$ cat src/include/gate_driver_defines.svh
// Purpose: Offsets, field positions, reset values and timings of the gate driver control bank
// Assumes: 32-bit APB, one register per aligned word, byte address = 4 * index
// Notes:   Definitions only
`ifndef GATE_DRIVER_DEFINES_SVH
`define GATE_DRIVER_DEFINES_SVH

// ============================================================
// Register indices
`define IDX_PWM_CONTROL      10'h004
`define IDX_DIAG_CONFIG      10'h005
`define IDX_SRC_CURRENT_A    10'h006
`define IDX_SRC_CURRENT_B    10'h007
`define IDX_SRC_CURRENT_C    10'h008
`define IDX_DIAG_RESULT      10'h020

// ============================================================
// Reset values
`define RST_PWM_CONTROL      8'h00
`define RST_DIAG_CONFIG      8'h40
`define RST_SRC_CURRENT      8'hFF

// ============================================================
// Field positions
`define PWM_FAULT_CLEAR_BIT  7
`define PWM_MODE_MSB         6
`define PWM_MODE_LSB         4
`define PWM_BRAKE_MSB        1
`define PWM_BRAKE_LSB        0
`define DIAG_OT_MODE_BIT     7
`define DIAG_DLY_MSB         6
`define DIAG_DLY_LSB         5
`define DIAG_SHORT_EN_BIT    4
`define DIAG_STBY_OL_EN_BIT  3
`define SRC_LOW_MSB          7
`define SRC_LOW_LSB          4
`define SRC_HIGH_MSB         3
`define SRC_HIGH_LSB         0
`define RES_OPEN_LOAD_LSB    0
`define RES_SHORT_BAT_LSB    3
`define RES_SHORT_GND_LSB    6
`define RES_OT_FAULT_BIT     9
`define RES_BUSY_BIT         10

// ============================================================
// Timing: delays in ns, clock period in ns
`define CLK_PERIOD_NS        4
`define OL_DLY0_NS           250000
`define OL_DLY1_NS           1250000
`define OL_DLY2_NS           5000000
`define OL_DLY3_NS           11500000
`define SHT_DLY0_NS          100000
`define SHT_DLY1_NS          500000
`define SHT_DLY2_NS          2000000
`define SHT_DLY3_NS          4400000

`endif

$ cat src/include/gate_driver_pkg.sv
// Purpose: Types of the gate driver control bank
// Assumes: Register constants live in gate_driver_defines.svh; PWM_MODE_SINGLE lives here
// Notes:   Source current codes name the peak current they select
package gate_driver_pkg;

  // ============================================================
  // Diagnostic sequencer states
  typedef enum logic [1:0]
  {
    ST_IDLE  = 2'b00,
    ST_SHORT = 2'b01,
    ST_OPEN  = 2'b10
  } diag_state_e;

  // ============================================================
  // Brake override codes in single-input mode
  typedef enum logic [1:0]
  {
    BRAKE_FOLLOW = 2'b00,
    BRAKE_LOW_ON = 2'b01,
    BRAKE_HIGH_ON = 2'b10,
    BRAKE_COAST  = 2'b11
  } brake_sel_e;

  // Single-input PWM mode code
  localparam logic [2:0] PWM_MODE_SINGLE = 3'h2;

  // ============================================================
  // Peak gate source current codes
  typedef enum logic [3:0]
  {
    SRC_1P5MA  = 4'h0,
    SRC_3P5MA  = 4'h1,
    SRC_5MA    = 4'h2,
    SRC_10MA   = 4'h3,
    SRC_15MA   = 4'h4,
    SRC_50MA   = 4'h5,
    SRC_60MA   = 4'h6,
    SRC_65MA   = 4'h7,
    SRC_200MA  = 4'h8,
    SRC_210MA  = 4'h9,
    SRC_260MA  = 4'hA,
    SRC_265MA  = 4'hB,
    SRC_735MA  = 4'hC,
    SRC_800MA  = 4'hD,
    SRC_935MA  = 4'hE,
    SRC_1000MA = 4'hF
  } source_current_e;

endpackage

$ cat src/verilog/gate_driver_control_regs.sv
// Purpose: Control register bank of a three-phase gate driver, APB slave
// Assumes: Synchronous active-high reset; pins pass a two-flop synchroniser
// Notes:   One wait state on every APB access
//
// How it works
// - Brake 00b: outputs follow commanded inputs
// - In single-input mode 01b lows on, 10b highs on, 11b coast
// - Diag config at 0x05, reset 0x40, layout
// - Overtemp mode 0: latched fault persists
// - Overtemp mode 1: automatic recovery
// - Delay 00b: open-load 0.25ms, short 0.1ms
// - Delay 01b: open-load 1.25ms, short 0.5ms
// - Delay 10b default: 5ms and 2ms
// - Delay 11b: open-load 11.5ms, short 4.4ms
// - Short enable runs offline supply/ground short tests
// - Standby open-load enable starts standby test
// - Standby open-load enable self-clears when done
// - Bits 2..0 enable active open-load C,B,A
// - Phase A current register 0x06, reset 0xFF
// - Phase B current register 0x07, reset 0xFF
// - Phase C current register 0x08, reset 0xFF
// - Codes 0-7: 1.5 to 65 mA
// - Codes 8-15: 200 to 1000 mA
// - Fault clear clears latches, self-clears
// - Control registers read back last write, except the two self-clearing bits
`timescale 1ns/1ps
`include "gate_driver_defines.svh"

module gate_driver_control_regs
  import gate_driver_pkg::*;
#(
  parameter int unsigned OL_DLY0_CYC  = `OL_DLY0_NS / `CLK_PERIOD_NS,
  parameter int unsigned OL_DLY1_CYC  = `OL_DLY1_NS / `CLK_PERIOD_NS,
  parameter int unsigned OL_DLY2_CYC  = `OL_DLY2_NS / `CLK_PERIOD_NS,
  parameter int unsigned OL_DLY3_CYC  = `OL_DLY3_NS / `CLK_PERIOD_NS,
  parameter int unsigned SHT_DLY0_CYC = `SHT_DLY0_NS / `CLK_PERIOD_NS,
  parameter int unsigned SHT_DLY1_CYC = `SHT_DLY1_NS / `CLK_PERIOD_NS,
  parameter int unsigned SHT_DLY2_CYC = `SHT_DLY2_NS / `CLK_PERIOD_NS,
  parameter int unsigned SHT_DLY3_CYC = `SHT_DLY3_NS / `CLK_PERIOD_NS
)
(
  input  wire logic        i_clk_sys,
  input  wire logic        i_reset,
  input  wire logic        psel,
  input  wire logic        penable,
  input  wire logic        pwrite,
  input  wire logic [11:0] paddr,
  input  wire logic [31:0] pwdata,
  output logic      [31:0] prdata,
  output logic             pready,
  output logic             pslverr,
  input  wire logic [2:0]  i_pwm_high,
  input  wire logic [2:0]  i_pwm_low,
  input  wire logic        i_overtemp,
  input  wire logic        i_standby,
  input  wire logic [2:0]  i_open_load_sense,
  input  wire logic [2:0]  i_short_bat_sense,
  input  wire logic [2:0]  i_short_gnd_sense,
  output logic      [2:0]  o_gate_high,
  output logic      [2:0]  o_gate_low,
  output logic      [3:0]  o_src_current_high_a,
  output logic      [3:0]  o_src_current_high_b,
  output logic      [3:0]  o_src_current_high_c,
  output logic      [3:0]  o_src_current_low_a,
  output logic      [3:0]  o_src_current_low_b,
  output logic      [3:0]  o_src_current_low_c,
  output logic             o_overtemp_fault
);

  localparam int CNT_W   = 22;
  localparam int SYNC_W  = 17;
  localparam int DLY_MAX = int'(32'h1 << CNT_W);

  // Elaboration check: every delay fits the counter and lasts at least one cycle
  if (OL_DLY0_CYC == 0 || OL_DLY1_CYC == 0 || OL_DLY2_CYC == 0 || OL_DLY3_CYC == 0 ||
      SHT_DLY0_CYC == 0 || SHT_DLY1_CYC == 0 || SHT_DLY2_CYC == 0 || SHT_DLY3_CYC == 0 ||
      OL_DLY0_CYC >= DLY_MAX || OL_DLY1_CYC >= DLY_MAX || OL_DLY2_CYC >= DLY_MAX || OL_DLY3_CYC >= DLY_MAX ||
      SHT_DLY0_CYC >= DLY_MAX || SHT_DLY1_CYC >= DLY_MAX || SHT_DLY2_CYC >= DLY_MAX || SHT_DLY3_CYC >= DLY_MAX)
  begin
    $error("delay parameters out of range");
  end

  // ============================================================
  // Delay selection
  function automatic logic [CNT_W-1:0] ol_cycles(input logic [1:0] sel);
    unique case (sel)
      2'h0: ol_cycles = CNT_W'(OL_DLY0_CYC);
      2'h1: ol_cycles = CNT_W'(OL_DLY1_CYC);
      2'h2: ol_cycles = CNT_W'(OL_DLY2_CYC);
      2'h3: ol_cycles = CNT_W'(OL_DLY3_CYC);
    endcase
  endfunction

  function automatic logic [CNT_W-1:0] sht_cycles(input logic [1:0] sel);
    unique case (sel)
      2'h0: sht_cycles = CNT_W'(SHT_DLY0_CYC);
      2'h1: sht_cycles = CNT_W'(SHT_DLY1_CYC);
      2'h2: sht_cycles = CNT_W'(SHT_DLY2_CYC);
      2'h3: sht_cycles = CNT_W'(SHT_DLY3_CYC);
    endcase
  endfunction

  // ============================================================
  // Pin synchroniser
  logic [SYNC_W-1:0] sync1_q;
  logic [SYNC_W-1:0] sync2_q;
  logic [SYNC_W-1:0] sync1_d;
  logic [SYNC_W-1:0] sync2_d;

  // First stage feeds only the second stage
  always_comb
  begin
    sync1_d = {i_pwm_high, i_pwm_low, i_overtemp, i_standby,
               i_open_load_sense, i_short_bat_sense, i_short_gnd_sense};
    sync2_d = sync1_q;
  end

  always_ff @(posedge i_clk_sys)
  begin
    if (i_reset)
    begin
      sync1_q <= '0;
      sync2_q <= '0;
    end
    else
    begin
      sync1_q <= sync1_d;
      sync2_q <= sync2_d;
    end
  end

  logic [2:0] s_pwm_high;
  logic [2:0] s_pwm_low;
  logic       s_overtemp;
  logic       s_standby;
  logic [2:0] s_open_load;
  logic [2:0] s_short_bat;
  logic [2:0] s_short_gnd;

  // Synchronised pin fields
  assign {s_pwm_high, s_pwm_low, s_overtemp, s_standby,
          s_open_load, s_short_bat, s_short_gnd} = sync2_q;

  // ============================================================
  // Bus, registers and diagnostics
  logic [7:0]       pwm_ctrl_q;
  logic [7:0]       pwm_ctrl_d;
  logic [7:0]       diag_cfg_q;
  logic [7:0]       diag_cfg_d;
  logic [7:0]       src_cur_q [3];
  logic [7:0]       src_cur_d [3];
  logic [2:0]       ol_flag_q;
  logic [2:0]       ol_flag_d;
  logic [2:0]       bat_flag_q;
  logic [2:0]       bat_flag_d;
  logic [2:0]       gnd_flag_q;
  logic [2:0]       gnd_flag_d;
  logic             ot_fault_q;
  logic             ot_fault_d;
  logic             short_done_q;
  logic             short_done_d;
  diag_state_e      state_q;
  diag_state_e      state_d;
  logic [CNT_W-1:0] cnt_q;
  logic [CNT_W-1:0] cnt_d;
  logic             pready_q;
  logic             pready_d;
  logic             pslverr_q;
  logic             pslverr_d;
  logic [31:0]      prdata_q;
  logic [31:0]      prdata_d;

  logic [9:0]  idx;
  logic        mapped;
  logic        wr_fire;
  logic        clr;
  logic [31:0] rd_val;

  // Decode, write, diagnostic sequencing and read mux
  always_comb
  begin
    idx        = paddr[11:2];
    mapped     = idx inside {`IDX_PWM_CONTROL, `IDX_DIAG_CONFIG, `IDX_SRC_CURRENT_A,
                             `IDX_SRC_CURRENT_B, `IDX_SRC_CURRENT_C, `IDX_DIAG_RESULT};
    wr_fire    = psel && penable && pready_q && pwrite && mapped;
    clr        = 1'b0;
    pwm_ctrl_d = pwm_ctrl_q;
    diag_cfg_d = diag_cfg_q;
    src_cur_d  = src_cur_q;

    // Software writes; the result register is read-only
    if (wr_fire)
    begin
      unique case (idx)
        `IDX_PWM_CONTROL:
        begin
          pwm_ctrl_d = pwdata[7:0];
          pwm_ctrl_d[`PWM_FAULT_CLEAR_BIT] = 1'b0;
          clr = pwdata[`PWM_FAULT_CLEAR_BIT];
        end
        `IDX_DIAG_CONFIG:   diag_cfg_d   = pwdata[7:0];
        `IDX_SRC_CURRENT_A: src_cur_d[0] = pwdata[7:0];
        `IDX_SRC_CURRENT_B: src_cur_d[1] = pwdata[7:0];
        `IDX_SRC_CURRENT_C: src_cur_d[2] = pwdata[7:0];
        default: ;
      endcase
    end

    // Latched flags: a new event beats a clear in the same cycle
    bat_flag_d = bat_flag_q & ~{3{clr}};
    gnd_flag_d = gnd_flag_q & ~{3{clr}};
    ol_flag_d  = ol_flag_q & ~{3{clr}};
    ot_fault_d = diag_cfg_q[`DIAG_OT_MODE_BIT] ? s_overtemp
                                               : ((ot_fault_q & ~clr) | s_overtemp);

    // Active open-load checks per phase while running
    ol_flag_d = ol_flag_d | (diag_cfg_q[2:0] & s_open_load & {3{~s_standby}});

    // Offline tests only run in standby; leaving standby aborts them
    state_d      = state_q;
    cnt_d        = cnt_q + CNT_W'(1);
    short_done_d = short_done_q & s_standby;
    unique case (state_q)
      ST_IDLE:
      begin
        cnt_d = '0;
        if (s_standby && diag_cfg_q[`DIAG_SHORT_EN_BIT] && !short_done_q)
          state_d = ST_SHORT;
        else if (s_standby && diag_cfg_q[`DIAG_STBY_OL_EN_BIT])
          state_d = ST_OPEN;
      end
      ST_SHORT:
      begin
        if (!s_standby)
          state_d = ST_IDLE;
        else if (cnt_q == sht_cycles(diag_cfg_q[`DIAG_DLY_MSB:`DIAG_DLY_LSB]) - CNT_W'(1))
        begin
          bat_flag_d   = bat_flag_d | s_short_bat;
          gnd_flag_d   = gnd_flag_d | s_short_gnd;
          short_done_d = 1'b1;
          state_d      = ST_IDLE;
        end
      end
      ST_OPEN:
      begin
        if (!s_standby)
          state_d = ST_IDLE;
        else if (cnt_q == ol_cycles(diag_cfg_q[`DIAG_DLY_MSB:`DIAG_DLY_LSB]) - CNT_W'(1))
        begin
          ol_flag_d = ol_flag_d | s_open_load;
          diag_cfg_d[`DIAG_STBY_OL_EN_BIT] = 1'b0;
          state_d   = ST_IDLE;
        end
      end
      default: state_d = ST_IDLE;
    endcase

    // Read mux, unused bits read as zero
    rd_val = '0;
    unique case (idx)
      `IDX_PWM_CONTROL:   rd_val[7:0] = pwm_ctrl_q;
      `IDX_DIAG_CONFIG:   rd_val[7:0] = diag_cfg_q;
      `IDX_SRC_CURRENT_A: rd_val[7:0] = src_cur_q[0];
      `IDX_SRC_CURRENT_B: rd_val[7:0] = src_cur_q[1];
      `IDX_SRC_CURRENT_C: rd_val[7:0] = src_cur_q[2];
      `IDX_DIAG_RESULT:
      begin
        rd_val[`RES_OPEN_LOAD_LSB +: 3] = ol_flag_q;
        rd_val[`RES_SHORT_BAT_LSB +: 3] = bat_flag_q;
        rd_val[`RES_SHORT_GND_LSB +: 3] = gnd_flag_q;
        rd_val[`RES_OT_FAULT_BIT]       = ot_fault_q;
        rd_val[`RES_BUSY_BIT]           = (state_q != ST_IDLE);
      end
      default: rd_val = '0;
    endcase

    // One wait state keeps pready and prdata registered
    pready_d  = psel && penable && !pready_q;
    pslverr_d = pready_d && !mapped;
    prdata_d  = (pready_d && !pwrite && mapped) ? rd_val : 32'h0000_0000;
  end

  always_ff @(posedge i_clk_sys)
  begin
    if (i_reset)
    begin
      pwm_ctrl_q   <= `RST_PWM_CONTROL;
      diag_cfg_q   <= `RST_DIAG_CONFIG;
      src_cur_q    <= '{default: `RST_SRC_CURRENT};
      ol_flag_q    <= '0;
      bat_flag_q   <= '0;
      gnd_flag_q   <= '0;
      ot_fault_q   <= 1'b0;
      short_done_q <= 1'b0;
      state_q      <= ST_IDLE;
      cnt_q        <= '0;
      pready_q     <= 1'b0;
      pslverr_q    <= 1'b0;
      prdata_q     <= '0;
    end
    else
    begin
      pwm_ctrl_q   <= pwm_ctrl_d;
      diag_cfg_q   <= diag_cfg_d;
      src_cur_q    <= src_cur_d;
      ol_flag_q    <= ol_flag_d;
      bat_flag_q   <= bat_flag_d;
      gnd_flag_q   <= gnd_flag_d;
      ot_fault_q   <= ot_fault_d;
      short_done_q <= short_done_d;
      state_q      <= state_d;
      cnt_q        <= cnt_d;
      pready_q     <= pready_d;
      pslverr_q    <= pslverr_d;
      prdata_q     <= prdata_d;
    end
  end

  // ============================================================
  // Gate outputs and applied source current
  logic            gate_high_q [3];
  logic            gate_high_d [3];
  logic            gate_low_q  [3];
  logic            gate_low_d  [3];
  source_current_e cur_high_q  [3];
  source_current_e cur_high_d  [3];
  source_current_e cur_low_q   [3];
  source_current_e cur_low_d   [3];
  brake_sel_e      brake;

  // Overtemperature forces coast ahead of any command
  always_comb
  begin
    brake = brake_sel_e'(pwm_ctrl_q[`PWM_BRAKE_MSB:`PWM_BRAKE_LSB]);
    for (int i = 0; i < 3; i++)
    begin
      gate_high_d[i] = s_pwm_high[i];
      gate_low_d[i]  = s_pwm_low[i];
      if (pwm_ctrl_q[`PWM_MODE_MSB:`PWM_MODE_LSB] == PWM_MODE_SINGLE)
      begin
        unique case (brake)
          BRAKE_FOLLOW:  ;
          BRAKE_LOW_ON:  {gate_high_d[i], gate_low_d[i]} = 2'h1;
          BRAKE_HIGH_ON: {gate_high_d[i], gate_low_d[i]} = 2'h2;
          BRAKE_COAST:   {gate_high_d[i], gate_low_d[i]} = 2'h0;
        endcase
      end
      if (ot_fault_q) {gate_high_d[i], gate_low_d[i]} = 2'h0;
      // Code is latched only on a switch edge, so a transition in flight keeps its current
      cur_high_d[i] = cur_high_q[i];
      cur_low_d[i]  = cur_low_q[i];
      if (gate_high_d[i] != gate_high_q[i])
        cur_high_d[i] = source_current_e'(src_cur_q[i][`SRC_HIGH_MSB:`SRC_HIGH_LSB]);
      if (gate_low_d[i] != gate_low_q[i])
        cur_low_d[i] = source_current_e'(src_cur_q[i][`SRC_LOW_MSB:`SRC_LOW_LSB]);
    end
  end

  always_ff @(posedge i_clk_sys)
  begin
    if (i_reset)
    begin
      gate_high_q <= '{default: 1'b0};
      gate_low_q  <= '{default: 1'b0};
      cur_high_q  <= '{default: SRC_1000MA};
      cur_low_q   <= '{default: SRC_1000MA};
    end
    else
    begin
      gate_high_q <= gate_high_d;
      gate_low_q  <= gate_low_d;
      cur_high_q  <= cur_high_d;
      cur_low_q   <= cur_low_d;
    end
  end

  // ============================================================
  // Outputs, all straight from flops
  assign prdata               = prdata_q;
  assign pready               = pready_q;
  assign pslverr              = pslverr_q;
  assign o_gate_high          = {gate_high_q[2], gate_high_q[1], gate_high_q[0]};
  assign o_gate_low           = {gate_low_q[2], gate_low_q[1], gate_low_q[0]};
  assign o_src_current_high_a = cur_high_q[0];
  assign o_src_current_high_b = cur_high_q[1];
  assign o_src_current_high_c = cur_high_q[2];
  assign o_src_current_low_a  = cur_low_q[0];
  assign o_src_current_low_b  = cur_low_q[1];
  assign o_src_current_low_c  = cur_low_q[2];
  assign o_overtemp_fault     = ot_fault_q;

endmodule

$ cat config.mk
export PLATFORM = sky130hd
export DESIGN_NAME = gate_driver_control_regs
export DESIGN_NICKNAME = d
export VERILOG_FILES = /design/src/include/gate_driver_pkg.sv /design/src/verilog/gate_driver_control_regs.sv
export VERILOG_INCLUDE_DIRS = /design/src /design/src/include
export SDC_FILE = /design/constraint.sdc
export NUM_CORES = 1
export LEC_CHECK = 0
export BUFFER_PORTS_ARGS = -buffer_cell sky130_fd_sc_hd__clkbuf_2
export CAP_MARGIN = 15
export CORE_MARGIN = 2
export CORE_UTILIZATION = 50
export CTS_CLUSTER_SIZE = 30
export DETAILED_ROUTE_END_ITERATION = 8
export HOLD_SLACK_MARGIN = 0.1
export PLACE_DENSITY = 0.74
export SYNTH_ARGS = -nofsm -noshare
export SYNTH_HDL_FRONTEND = slang
export SYNTH_SLANG_ARGS = --single-unit
$ cat constraint.sdc
create_clock -name i_clk_sys -period 2.7 [get_ports i_clk_sys]
set_input_delay 0.405 -clock i_clk_sys [delete_from_list [all_inputs] [get_ports i_clk_sys]]
set_output_delay 0.405 -clock i_clk_sys [all_outputs]
set_load 0.01 [all_outputs]
==> impl_metrics.py <==
metrics = {
    "finish": {
        "nNetsFinal": 834,
        "syn_to_final_growth_pct": 16.2,
        "fin_util": 0.591,
        "drive_above_1_share": 0.195,
        "layout.cells.non_filler": 941,
        "antennaDiodeCount": 0,
    },
    "synth": {
        "synth_area_leaders": "dfxtp_1 (47%), mux2i_1 (7.8%), nand2_1 (4.2%)",
        "syn_area_per_cell_um2": 9.40,
        "synth_common_cells": "dfxtp_1 (151), nand2_1 (72), nor2_1 (65), mux2i_1 (50), nor2b_1 (42)",
        "synthFlopType": "dfxtp_1",
        "synth_cells": 681,
        "yosys.area.top_type_share": 0.472,
        "synth.most_common_cell": "dfxtp_1",
        "yosysUniqueCellTypes": 56,
        "ys_seq_area_frac": 0.472,
        "synth_top_cell_by_area": "dfxtp_1",
        "synth_area_um2": 6400,
        "async_flop_share": 0,
        "ys_seq_elements": 151,
        "synth_edf_count": 0,
        "synth_warnings": 0,
    },
    "setup_path": {
        "worstSetupEndpointType": "flip-flop",
        "critPathTopFamily": "simple AND/OR/NAND/NOR gates",
        "crit_fanout": 11,
        "path_cells": "inv_1 > ha_1 > nor2_1 > nand2_1 > o31a_1 > nor4_1 > and4_1 > o21bai_1",
        "crit_type": "flip-flop to flip-flop",
        "rr_endpoint": "short_done_q$_SDFF_PP0_",
        "cp.required_ns": 3.05,
        "critical_path_depth": 8,
        "cp.arrival_ns": 2.71,
        "critPathLaunch": "diag_cfg_q[6]$_SDFFE_PP1P_",
        "reg2reg_setup_slack_ns": 0.34,
        "critical_path.max_stage_delay_ns": 0.43,
        "r2r.worst_path.cells": 8,
        "crit_end": "short_done_q$_SDFF_PP0_",
        "cpMaxStageDelayCell": "dfxtp_1",
        "worstSetupStartpointType": "flip-flop",
        "cp_num_buf_inv": 1,
        "rr_startpoint": "diag_cfg_q[6]$_SDFFE_PP1P_",
    },
    "power_and_ir_drop": {
        "p_int_uw": 3610,
        "p_leak_uw": 0.00300,
        "seq_power_share": 0.488,
        "switching_share": 0.224,
        "power.total_uw": 4650,
        "ir_drop_mv": 0.528,
        "p_per_area_nw_per_um2": 626,
        "clkPwrFrac": 0.473,
        "power_switching_uw": 1040,
        "comb_power_share": 0.039,
    },
    "routing": {
        "routed_wl_mm": 14.8,
        "wl_per_cell_um": 15.7,
        "final_antenna_net_count": 0,
        "vias_per_cell": 5.33,
        "vias": 5012,
        "remaining_drc_errors": 0,
        "drt_iter0_drc": 487,
        "first_pass_iters": 6,
    },
    "clocking": {
        "cts_tree": "yes",
        "cts_hold_buffers": 0,
        "clk_latency_ns": 0.43,
        "cts_max_level": 4,
        "path_clk_slew_ns": 0.06,
        "cts_resized": 0,
        "cts_sinks": 151,
        "cts_buffers": 17,
        "postCtsSetupBuffers": 0,
        "clock_path_buffers": 2,
        "root_buffer": "clkbuf_16",
    },
    "placed_design": {
        "io_buffers": 83,
        "place.gp.congestion": 0.886,
        "hpwlAfterDp_mm": 10.8,
        "dp.cells": 912,
    },
    "global_route": {
        "grt_pass1_wl_mm": 23.5,
        "overflow": 0,
        "grt_usage": 0.227,
        "grt_pass1_vias": 4667,
        "antenna_found_initial": 0,
        "grt_max_degree": 59,
    },
    "die": {
        "rows": 41,
        "core_area_um2": 12600,
        "start_util": 0.509,
        "fp.dieW_um": 117,
        "die_y_um": 117,
        "ios": 131,
        "die_area_um2": 13700,
    },
    "sta": {
        "fmax_ghz": 0.424,
        "finalSetupTns_ns": 0,
        "max_slew_margin": 0.565,
        "rsz0062_at_grt": "no",
        "fin_crit_ns": 2.36,
        "worst_pin_slew_ns": 0.648,
        "skew_ns": 0.0108,
        "slew_viol_final": 0,
        "setup_violations": 0,
        "post-route-period-util": 0.874,
        "hold_viol_final": 0,
    },
    "status": {
        "status": "completed",
    },
    "worst_hold_path": {
        "holdPathStages": 2,
        "holdCritPathClass": "input port to flip-flop",
    },
    "run": {
        "cap_violations": 0,
    },
}
flip-flops by register name, summed over array words and instances, names as in the netlist, 7 cells and up:
name / count
src_cur_q: 24
sync2_q: 17
sync1_q: 17
cnt_q: 22
pwm_ctrl_q: 7
diag_cfg_q: 8
prdata: 11
per-layer routing:
metal,GRT usage,share of wire,wire length [um]
met1,0.283,0.43,6320
met4,0.0855,0.014,206
met2,0.375,0.49,7200
met3,0.0644,0.072,1070
met5,0,0,0
layout make-up:
type	instances	area (um2)
fillers	1076	5130
multi-input cells	480	3090
clock buffers	19	443
repair buffers	97	520
clock inverters	10	100
well taps	172	215
inverters	12	45.0
flip-flops and latches	151	3020
cell families (layout without fill, tap and decap cells):
family / after synthesis / in the layout / synth area share
AND/OR/NAND/NOR: 267 / 267 / 0.216
flip-flops: 151 / 151 / 0.472
AO/OA/AOI/OAI: 87 / 87 / 0.0878
buffers and inverters: 70 / 138 / 0.0569
multiplexers: 58 / 58 / 0.0964
XOR/XNOR: 38 / 38 / 0.0520
adder cells (fa/ha/maj): 9 / 9 / 0.0176
other: 1 / 21 / 0.000586
how the worst min path moves through the flow:
stage,to,from
detailed placement,sync2_q[0]$_SDFF_PP0_,sync1_q[0]$_SDFF_PP0_
global placement,sync2_q[12]$_SDFF_PP0_,sync1_q[12]$_SDFF_PP0_
CTS,sync1_q[12]$_SDFF_PP0_,i_pwm_low[1]
floorplan,o_overtemp_fault$_SDFF_PP0_,sync2_q[10]$_SDFF_PP0_
finish,sync1_q[15]$_SDFF_PP0_,i_pwm_high[1]
global route,sync1_q[4]$_SDFF_PP0_,i_short_bat_sense[1]
power groups by stage:
| stage | clock network (uW) | registers [uW] | logic [uW] |
|---|---|---|---|
| 3_5_place_dp | 0 | 2320 | 182 |
| 5_1_grt | 2330 | 2270 | 202 |
| 4_1_cts | 2230 | 2270 | 183 |
| 6_report | 2200 | 2270 | 184 |
| 3_3_place_gp | 0 | 2320 | 179 |
| 2_1_floorplan | 0 | 2320 | 130 |
cell usage in the layout (no fill, tap or decap), types with 21 or more instances in the layout:
master    Yosys  final
dfxtp_1     151    151
clkbuf_2      0     83
nand2_1      72     72
nor2_1       65     65
mux2i_1      50     50
nor2b_1      42     42
a21oi_1      29     29
xnor2_1      21     21
conb_1        1     21
stage by stage:
stage | cell area [um2] | worst slack, ns | hold WS, ns
after global routing | 7430 | 0.0581 | 0.187
after global placement | 6890 | 0.425 | 0.417
after floorplan | 6470 | 0.420 | 0.413
after detailed placement | 6890 | 0.352 | 0.423
final | 7430 | 0.341 | 0.187
after CTS | 7430 | 0.318 | 0.180
Note: power is estimated with default switching activity, not from simulation.
